`src/common/fspg_cfg.svh`:
```
// Constants for the flash self-program guard: address split, lock codes,
// boot sizes and operation timing.
// Assumes word addressing of program flash with 13 address bits.
`ifndef FSPG_CFG_SVH
`define FSPG_CFG_SVH
`define FSPG_ADDR_W 13
`define FSPG_HALT_START 13'h1C00
`define FSPG_BOOT_START_0 13'h1C00
`define FSPG_BOOT_START_1 13'h1E00
`define FSPG_BOOT_START_2 13'h1F00
`define FSPG_BOOT_START_3 13'h1F80
`define FSPG_LOCK_MODE1 2'h3
`define FSPG_LOCK_MODE2 2'h2
`define FSPG_LOCK_MODE3 2'h0
`define FSPG_LOCK_MODE4 2'h1
`define FSPG_LOCK_UNPROG 2'h3
`define FSPG_BLOCKED_DATA 16'hFFFF
`define FSPG_OP_TIME_NS 3200000
`define FSPG_CLK_PERIOD_NS 4
`define FSPG_OP_CYCLES (`FSPG_OP_TIME_NS / `FSPG_CLK_PERIOD_NS)
`define FSPG_CNT_W 20
`endif

```
`src/common/fspg_pkg.sv`:
```
// Types for the flash self-program guard.
// Assumes fspg_cfg.svh is on the include path.
`include "fspg_cfg.svh"
package fspg_pkg;
  typedef enum {FSPG_IDLE, FSPG_BUSY} fspg_state_e;
  typedef struct packed {
    fspg_state_e state;
    logic [`FSPG_CNT_W-1:0] count;
    logic enable_bit;
    logic busy_flag;
    logic stall;
    logic [1:0] app_lock;
    logic [1:0] boot_lock;
    logic [15:0] load_data;
    logic load_valid;
    logic store_refused;
  } fspg_state_s;
endpackage : fspg_pkg

```
`src/design/fspg_guard.sv`:
```
// Self-programming guard: decides store/load access, stalls the core,
// blocks fetches from the concurrent-read region and keeps busy flag.
// Assumes the core holds requests synchronous to ref_clk, single pulses.
`timescale 1ns/1ps
`include "fspg_cfg.svh"
module fspg_guard (
  input wire logic ref_clk,
  input wire logic rst,
  input wire logic [1:0] boot_size_fuses,
  input wire logic [1:0] general_lock_mode,
  input wire logic chip_erase,
  input wire logic lock_write,
  input wire logic [1:0] app_lock_wdata,
  input wire logic [1:0] boot_lock_wdata,
  input wire logic [`FSPG_ADDR_W-1:0] pc_addr,
  input wire logic vectors_in_boot,
  input wire logic irq_req_in,
  input wire logic store_req,
  input wire logic [`FSPG_ADDR_W-1:0] store_addr,
  input wire logic region_read_enable,
  input wire logic load_req,
  input wire logic [`FSPG_ADDR_W-1:0] load_addr,
  input wire logic [15:0] flash_rdata,
  input wire logic flash_op_done,
  output logic flash_op_start,
  output logic [`FSPG_ADDR_W-1:0] flash_op_addr,
  output logic store_refused,
  output logic [15:0] load_data,
  output logic load_valid,
  output logic core_stall,
  output logic fetch_blocked,
  output logic region_busy_flag,
  output logic program_store_enable_bit,
  output logic irq_suppress,
  output logic [1:0] app_lock_mode,
  output logic [1:0] boot_lock_mode
);
  fspg_pkg::fspg_state_s st_reg;
  fspg_pkg::fspg_state_s st_next;
  logic [`FSPG_ADDR_W-1:0] boot_start;
  logic pc_in_boot;
  logic tgt_in_boot;
  logic tgt_in_halt;
  logic ld_in_boot;
  logic store_ok;
  logic load_ok;
  logic app_store_lock;
  logic boot_store_lock;
  logic app_read_lock;
  logic boot_read_lock;

  // Boundary selected by fuses; every start sits at or above halting start
  always_comb begin
    case (boot_size_fuses)
      2'h0: boot_start = `FSPG_BOOT_START_0;
      2'h1: boot_start = `FSPG_BOOT_START_1;
      2'h2: boot_start = `FSPG_BOOT_START_2;
      default: boot_start = `FSPG_BOOT_START_3;
    endcase
  end

  // Boot start never below halting start, so boot lies in halt region
  assign pc_in_boot = (pc_addr >= boot_start);
  assign tgt_in_boot = (store_addr >= boot_start);
  assign tgt_in_halt = (store_addr >= `FSPG_HALT_START);
  assign ld_in_boot = (load_addr >= boot_start);

  // General lock mode is deliberately not consulted here
  assign app_store_lock = (st_reg.app_lock == `FSPG_LOCK_MODE2) ||
    (st_reg.app_lock == `FSPG_LOCK_MODE3);
  assign boot_store_lock = (st_reg.boot_lock == `FSPG_LOCK_MODE2) ||
    (st_reg.boot_lock == `FSPG_LOCK_MODE3);
  assign app_read_lock = (st_reg.app_lock == `FSPG_LOCK_MODE3) ||
    (st_reg.app_lock == `FSPG_LOCK_MODE4);
  assign boot_read_lock = (st_reg.boot_lock == `FSPG_LOCK_MODE3) ||
    (st_reg.boot_lock == `FSPG_LOCK_MODE4);

  // Any target allowed from boot, limited only by locks
  assign store_ok = pc_in_boot &&
    (tgt_in_boot ? !boot_store_lock : !app_store_lock);

  // Mode 1 has neither lock term set, so only the busy term can block a load
  assign load_ok = (ld_in_boot ? !(boot_read_lock && !pc_in_boot)
    : !(app_read_lock && pc_in_boot))
    && !(st_reg.busy_flag && !ld_in_boot && load_addr < `FSPG_HALT_START);

  always_comb begin
    st_next = st_reg;
    st_next.load_valid = 1'b0;
    st_next.store_refused = 1'b0;
    // Locks only move toward programmed; erase returns them to one
    if (chip_erase) begin
      st_next.app_lock = `FSPG_LOCK_UNPROG;
      st_next.boot_lock = `FSPG_LOCK_UNPROG;
    end else if (lock_write) begin
      st_next.app_lock = st_reg.app_lock & app_lock_wdata;
      st_next.boot_lock = st_reg.boot_lock & boot_lock_wdata;
    end
    if (load_req) begin
      st_next.load_valid = 1'b1;
      st_next.load_data = load_ok ? flash_rdata
        : `FSPG_BLOCKED_DATA;
    end
    case (st_reg.state)
      fspg_pkg::FSPG_IDLE: begin
        if (region_read_enable) begin
          st_next.busy_flag = 1'b0;
        end
        if (store_req && store_ok) begin
          st_next.state = fspg_pkg::FSPG_BUSY;
          st_next.count = '0;
          st_next.enable_bit = 1'b1;
          st_next.busy_flag = 1'b1;
          st_next.stall = tgt_in_halt;
        end else if (store_req) begin
          st_next.store_refused = 1'b1;
        end
      end
      fspg_pkg::FSPG_BUSY: begin
        st_next.count = st_reg.count + `FSPG_CNT_W'(1);
        if (flash_op_done ||
            st_reg.count == `FSPG_CNT_W'(`FSPG_OP_CYCLES - 1)) begin
          st_next.state = fspg_pkg::FSPG_IDLE;
          st_next.enable_bit = 1'b0;
          st_next.stall = 1'b0;
        end
      end
      default: st_next.state = fspg_pkg::FSPG_IDLE;
    endcase
  end

  always_ff @(posedge ref_clk) begin
    if (rst) begin
      st_reg.state <= fspg_pkg::FSPG_IDLE;
      st_reg.count <= '0;
      st_reg.enable_bit <= 1'b0;
      st_reg.busy_flag <= 1'b0;
      st_reg.stall <= 1'b0;
      st_reg.app_lock <= `FSPG_LOCK_UNPROG;
      st_reg.boot_lock <= `FSPG_LOCK_UNPROG;
      st_reg.load_data <= 16'h0000;
      st_reg.load_valid <= 1'b0;
      st_reg.store_refused <= 1'b0;
    end else begin
      st_reg <= st_next;
    end
  end

  // Start pulse to flash sequencer only for accepted stores
  assign flash_op_start = (st_reg.state == fspg_pkg::FSPG_IDLE) &&
    store_req && store_ok;
  assign flash_op_addr = store_addr;
  assign store_refused = st_reg.store_refused;
  assign load_data = st_reg.load_data;
  assign load_valid = st_reg.load_valid;
  assign core_stall = st_reg.stall;
  assign fetch_blocked = st_reg.busy_flag &&
    (pc_addr < `FSPG_HALT_START);
  assign region_busy_flag = st_reg.busy_flag;
  assign program_store_enable_bit = st_reg.enable_bit;
  // Vectors on the other side mask interrupts in the locked region
  assign irq_suppress = irq_req_in && (
    (vectors_in_boot && !pc_in_boot && app_read_lock) ||
    (!vectors_in_boot && pc_in_boot && boot_read_lock));
  assign app_lock_mode = st_reg.app_lock;
  assign boot_lock_mode = st_reg.boot_lock;
endmodule : fspg_guard

```
`config.mk`:
```
export PLATFORM = sky130hd
export DESIGN_NAME = fspg_guard
export DESIGN_NICKNAME = d
export VERILOG_FILES = /design/src/common/fspg_pkg.sv /design/src/design/fspg_guard.sv
export VERILOG_INCLUDE_DIRS = /design/src /design/src/common
export SDC_FILE = /design/constraint.sdc
export NUM_CORES = 1
export LEC_CHECK = 0
export ABC_AREA = 1
export BUFFER_PORTS_ARGS = -buffer_cell sky130_fd_sc_hd__clkbuf_2
export CAP_MARGIN = 40
export CORE_AREA = 2 2 79 81
export CTS_BUF_LIST = sky130_fd_sc_hd__clkbuf_8
export DETAILED_ROUTE_END_ITERATION = 8
export DIE_AREA = 0 0 81 83
export PLACE_DENSITY = 0.85
export SYNTH_ARGS = -nofsm -noshare
export SYNTH_HDL_FRONTEND = slang
export SYNTH_SLANG_ARGS = --single-unit
```
`constraint.sdc`:
```
create_clock -name ref_clk -period 4.3 [get_ports ref_clk]
set_input_delay 0.86 -clock ref_clk [delete_from_list [all_inputs] [get_ports ref_clk]]
set_output_delay 0.86 -clock ref_clk [all_outputs]
set_load 0.01 [all_outputs]
```
[Word level (Yosys, flattened, before mapping)]
Cells that the tools add are included.
Storage, ports and cells
  flip-flop bits (word level): 77
  word-level logic and storage cells: 85
Cells by class
  $add $sub $neg: 1
  magnitude comparators: 6
  eq/ne operators: 10
  multiplexer cells: 13
  bitwise gates (word level): 3
  reductions and logical operators: 42
Operator list (count)
  $logic_not A32 Y1: 2
  $pmux W32 S2: 1
  $mux W55: 1
  $pmux W21 S2: 1
  $ge A13 B13 Y1: 3
  $eq A32 B1 Y1 const B: 1
  $mux W32: 1
  $pmux W10 S3: 1
  $lt A13 B13 Y1 const B: 2
  $add A20 B1 Y20 const B: 1
  $eq A20 B20 Y1 const B: 1
  $mux W16: 1
  $logic_and A1 B1 Y1: 15
  $ge A13 B13 Y1 const B: 1
  $logic_not A1 Y1: 8
  $eq A2 B1 Y1 const B: 3
  $eq A2 B2 Y1 const B: 3
  $logic_not A2 Y1: 3
  $logic_or A1 B1 Y1: 6
  $mux W1: 6
  $reduce_and A2 Y1: 3
  $and A2 B2 Y2: 2
  $ne A2 B2 Y1 const B: 2
  $reduce_bool A2 Y1: 2
  5 further kinds: 5

[Logic depth before layout (Yosys ltp)]
  word-level depth: 9
  depth in mapped cells: 16
  gate-level depth less buffers: 15

[Worst setup path before layout]
Ideal clock, no wire load.
  path type: input to output
  from: input boot_size_fuses[1]
  to: output flash_op_start
  data arrival time: 2.148 ns
  data required time: 3.440 ns
  slack: 1.292 ns
  cell stages on the path: 12
  path through: nor2_1 ha_1 nand2_1 nor2_1 a21oi_1 nand2_1 nand2_1 nand2_1 nor2_1 nand2_1 buf_2 inv_1
On the way
  word-level cells in the longest chain between the ends: 6
  elaborated cells on any way between the ends: 9
  classes of those cells: order compare (2); eq/ne (2); mux (2); reduce/logical (3)
Ends and longest elaborated chain
  from (decl): line fspg_guard.sv:9  | input wire logic [1:0] boot_size_fuses,
  $eq A2 B2 Y1, or another cell as far along: line fspg_guard.sv:54  | case (boot_size_fuses)
  $pmux W10 S3 *: line fspg_guard.sv:54
  $ge A13 B13 Y1: line fspg_guard.sv:64  | assign tgt_in_boot = (store_addr >= boot_start);
  $mux W1: line fspg_guard.sv:80  | (tgt_in_boot ? !boot_store_lock : !app_store_lock);
  $logic_and A1 B1 Y1 *: line fspg_guard.sv:79  | assign store_ok = pc_in_boot &&
  $logic_and A1 B1 Y1 *: line fspg_guard.sv:151  | store_req && store_ok;
  to (decl): line fspg_guard.sv:25  | output logic flash_op_start,
Every way passes the cells marked *; elsewhere a longest branch is shown, timed or not.

[Worst setup path in the final report]
Ends and elaborated chain as after synthesis.

==> results.md <==
- Max-slew headroom: 57.7%
- Syn Inst Count: between 400 and 500
- Total GRT Usage: 20.1%
- R2r endpoint: st_reg[43]
- Avg Vias per Cell: about 5
- Avg Cell Area, Syn: 6.39 sq um
- Most used DFF post-synth: dfxtp_1
- Commonest cells in the netlist: nand2_1, nor2_1, inv_1
- Layout area overhead: 15.6%
- RSZ-0062 raised after global routing: false
- Sw Pwr: around 230 uW
- Hold worst-path end: st_reg[32]
- # IOs: around 110
- EDFF count, synth: 0
- Status: finished, final reports clean
- Clock power frac: between 30% and 40%
- Top-count cell post-synth: nand2_1
- Synth Cell Area: between 0.002 and 0.003 sq mm
- Post-Layout Inst Area: 0.00328 sq mm
- Crit path max-delay cell type: ha_1
- # rows: 28
- Area post-placement: between 0.003 and 0.004 sq mm
- Antenna-violating nets left: 0
- Die H: around 83 um
- Vias in the first global route: ~2,700
- CTS tree: built
- Reg2reg path depth: 8
- Critical hold path startpoint: st_reg[32]
- Max-cap violations: 0
- Hold depth: 2
- Final core utilization: between 50% and 60%
- Die extent in x: around 81 um
- YS warnings: 0
- Worst R2R Start: st_reg[25]
- Layout cells sized above 1: around 26%
- Top cells by area, synth: dfxtp_1, nand2_1, nor2_1, buf_4, inv_1
- # H-tree levels: 2
- Sinks on Clock Net: between 40 and 50
- Fin. max-slew vios: 0
- Final hold viol count: 0
- P_int: 634 uW
- Worst R2R Setup Slack: 2600 ps
- Max Freq: 288 MHz
- Max rail drop VDD: around 230 uV
- Worst-path clk slew: 80 ps
- Clock Skew: 5.87 ps
- Leakage: 0.00176 uW
- Max reg flops: 21
- Post-synth top area share: between 30% and 40%
- Post-CTS Setup Repair Bufs: 0
- Final cell count without fillers: about 600
- Sequential Power Share: 51.9%
- Asr flop ratio synth: 0%
- # DRC: 0
- Combinational power share: approximately 17%
- Total CTS buffers: 5
- Largest buffer count on any clock path: 2
- Data arrival time of the critical path: between 2000 and 3000 ps
- Remaining global-route overflow: 0
- Storage element area: slightly above 900 sq um
- Min Hold Slack: between 400 and 500 ps
- Detailed placer's ending HPWL: roughly 5000 um
- Final period utilization: 80.6%
- Worst Path Required: between 3000 and 4000 ps
- Worst path most repeated cell: nand2_1
- DR vias: 2,922
- First-pass GRT wire length: 11,200 um
- Critical path's top delay family: simple AND/OR/NAND/NOR gates
- WP buf/inv: 4
- Switching Share: between 20% and 30%
- Number of diodes: 0
- Crit path time final: between 3000 and 4000 ps
- Hold Path Class: reg -> reg
- Initial Utilization: around 49%
- Hold buffers post-CTS: 0
- Final setup fails: 0
- Crit path capture type: output pin
- Die Area: 0.00672 sq mm
- Final nets: between 600 and 700
- Iter 0 DRT Violations: approximately 140
- Clock insertion delay at the later pin of the skew report: roughly 300 ps
- Critical-path cell list: clkbuf_2 -> nor2_1 -> ha_1 -> nand2_1 -> nor2_1 -> a21oi_1 -> nand2_1 -> nand2_1 -> nand2_1 -> nor2_1 -> nand2_1 -> buf_4 -> inv_1 -> clkbuf_2
- Max stage delay on crit path: roughly 300 ps
- Cell variety after synth: 27
- Multi-input gate area: roughly 0.0014 sq mm
- CTS-repair resized insts: 0
- Critical path class: in -> out
- Core ar.: between 0.005 and 0.006 sq mm
- Syn nets: 527
- Final wirelength: approximately 6400 um
- I/O Buffers: approximately 110
- Post-DR wirelength/cell: 10.8 um
- Pwr dens: roughly 260 mW/mm^2
- Maximum number of pins on one net before global-route repair: 29
- DRT Pass-1 Iters: 4
- Seq cells post-synth: 46
- Post-Place Cells: ~590
- Max FO, Critical Path: 20
- Root Buffer: clkbuf_8
- Worst Tran Pin Value: ~630 ps
- Sequential share of the synthesized area: roughly a third
- Worst setup SP type: input pin
- Setup_tns: 0 ps
- Initial antenna violation count: 0
- Area leader, netlist: dfxtp_1
- # fillers: between 500 and 600
- Routability cong.: 0.946
[stage by stage]
| step | total power, uW | setup slack [ps] |
|---|---|---|
| finish | 863 | 833 |
| global route | 915 | 629 |
| CTS | 873 | 836 |
| detailed placement | 602 | 845 |
| global placement | 597 | 902 |
| floorplan | 559 | 1290 |
[layout by cell type (no fill, tap or decap), types with 2 or more instances in the layout]
cell type	instances
nor3_2	2
nor2_1	91
o21bai_1	3
o21ai_0	13
nand2_2	3
ha_1	10
a21oi_1	28
nor4_1	2
clkbuf_2	111
nand3b_1	3
nor3_1	5
inv_2	2
clkbuf_8	6
nand3_1	34
dfxtp_1	46
clkinv_2	2
inv_1	51
nand2_1	93
nand3_2	3
nand4_1	4
[tightest hold or removal path, stage by stage, from the launching register on]
cell and delay [ps]:
dfxtp_1 310, nand2_1 60, a21oi_1 60
[routing by layer]
layer | global-route usage, % | vias up | wire length, um
li1 | - | 1511 | -
met1 | 25.0 | 1308 | 2830
met2 | 34.2 | 92 | 3090
met3 | 4.67 | 11 | 411
met4 | 5.86 | 0 | 102
met5 | 0 | - | 0
[worst max-delay path by stage]
stage	startpoint	slack, ps	depth (start not counted)	to
after floorplan	boot_size_fuses[1]	1290	12	flash_op_start
after global placement	boot_size_fuses[1]	900	14	flash_op_start
after detailed placement	boot_size_fuses[1]	850	14	flash_op_start
after CTS	boot_size_fuses[1]	840	14	flash_op_start
after global routing	boot_size_fuses[1]	630	13	flash_op_start
final	boot_size_fuses[1]	830	14	flash_op_start
[cell type report]
type	count	area share, %
Clock buffer	6	2.52
Tap cell	75	2.86
Timing Repair Buffer	112	17.2
Inverter	55	6.33
Sequential cell	46	28.1
Clock inverter	2	0.382
Multi-Input combinational cell	298	42.7
[power groups by stage]
| stage | registers, uW | clock network, uW | logic [uW] |
|---|---|---|---|
| after floorplan | 456 | 0 | 103 |
| after global placement | 457 | 0 | 140 |
| after detailed placement | 458 | 0 | 144 |
| after CTS | 448 | 280 | 145 |
| after global routing | 449 | 299 | 166 |
| final | 448 | 271 | 144 |
[logic make-up (layout without fill, tap and decap cells)]
family          count (synthesis)  in the layout  share of synthesized area, %
compound gates                 47             47                          8.91
fa+ha+maj                      10             10                          4.41
buf+inv                       100            175                          18.2
flops                          46             46                          32.5
simple gates                  241            241                          36.0
Note: power is estimated with default switching activity, not from simulation.
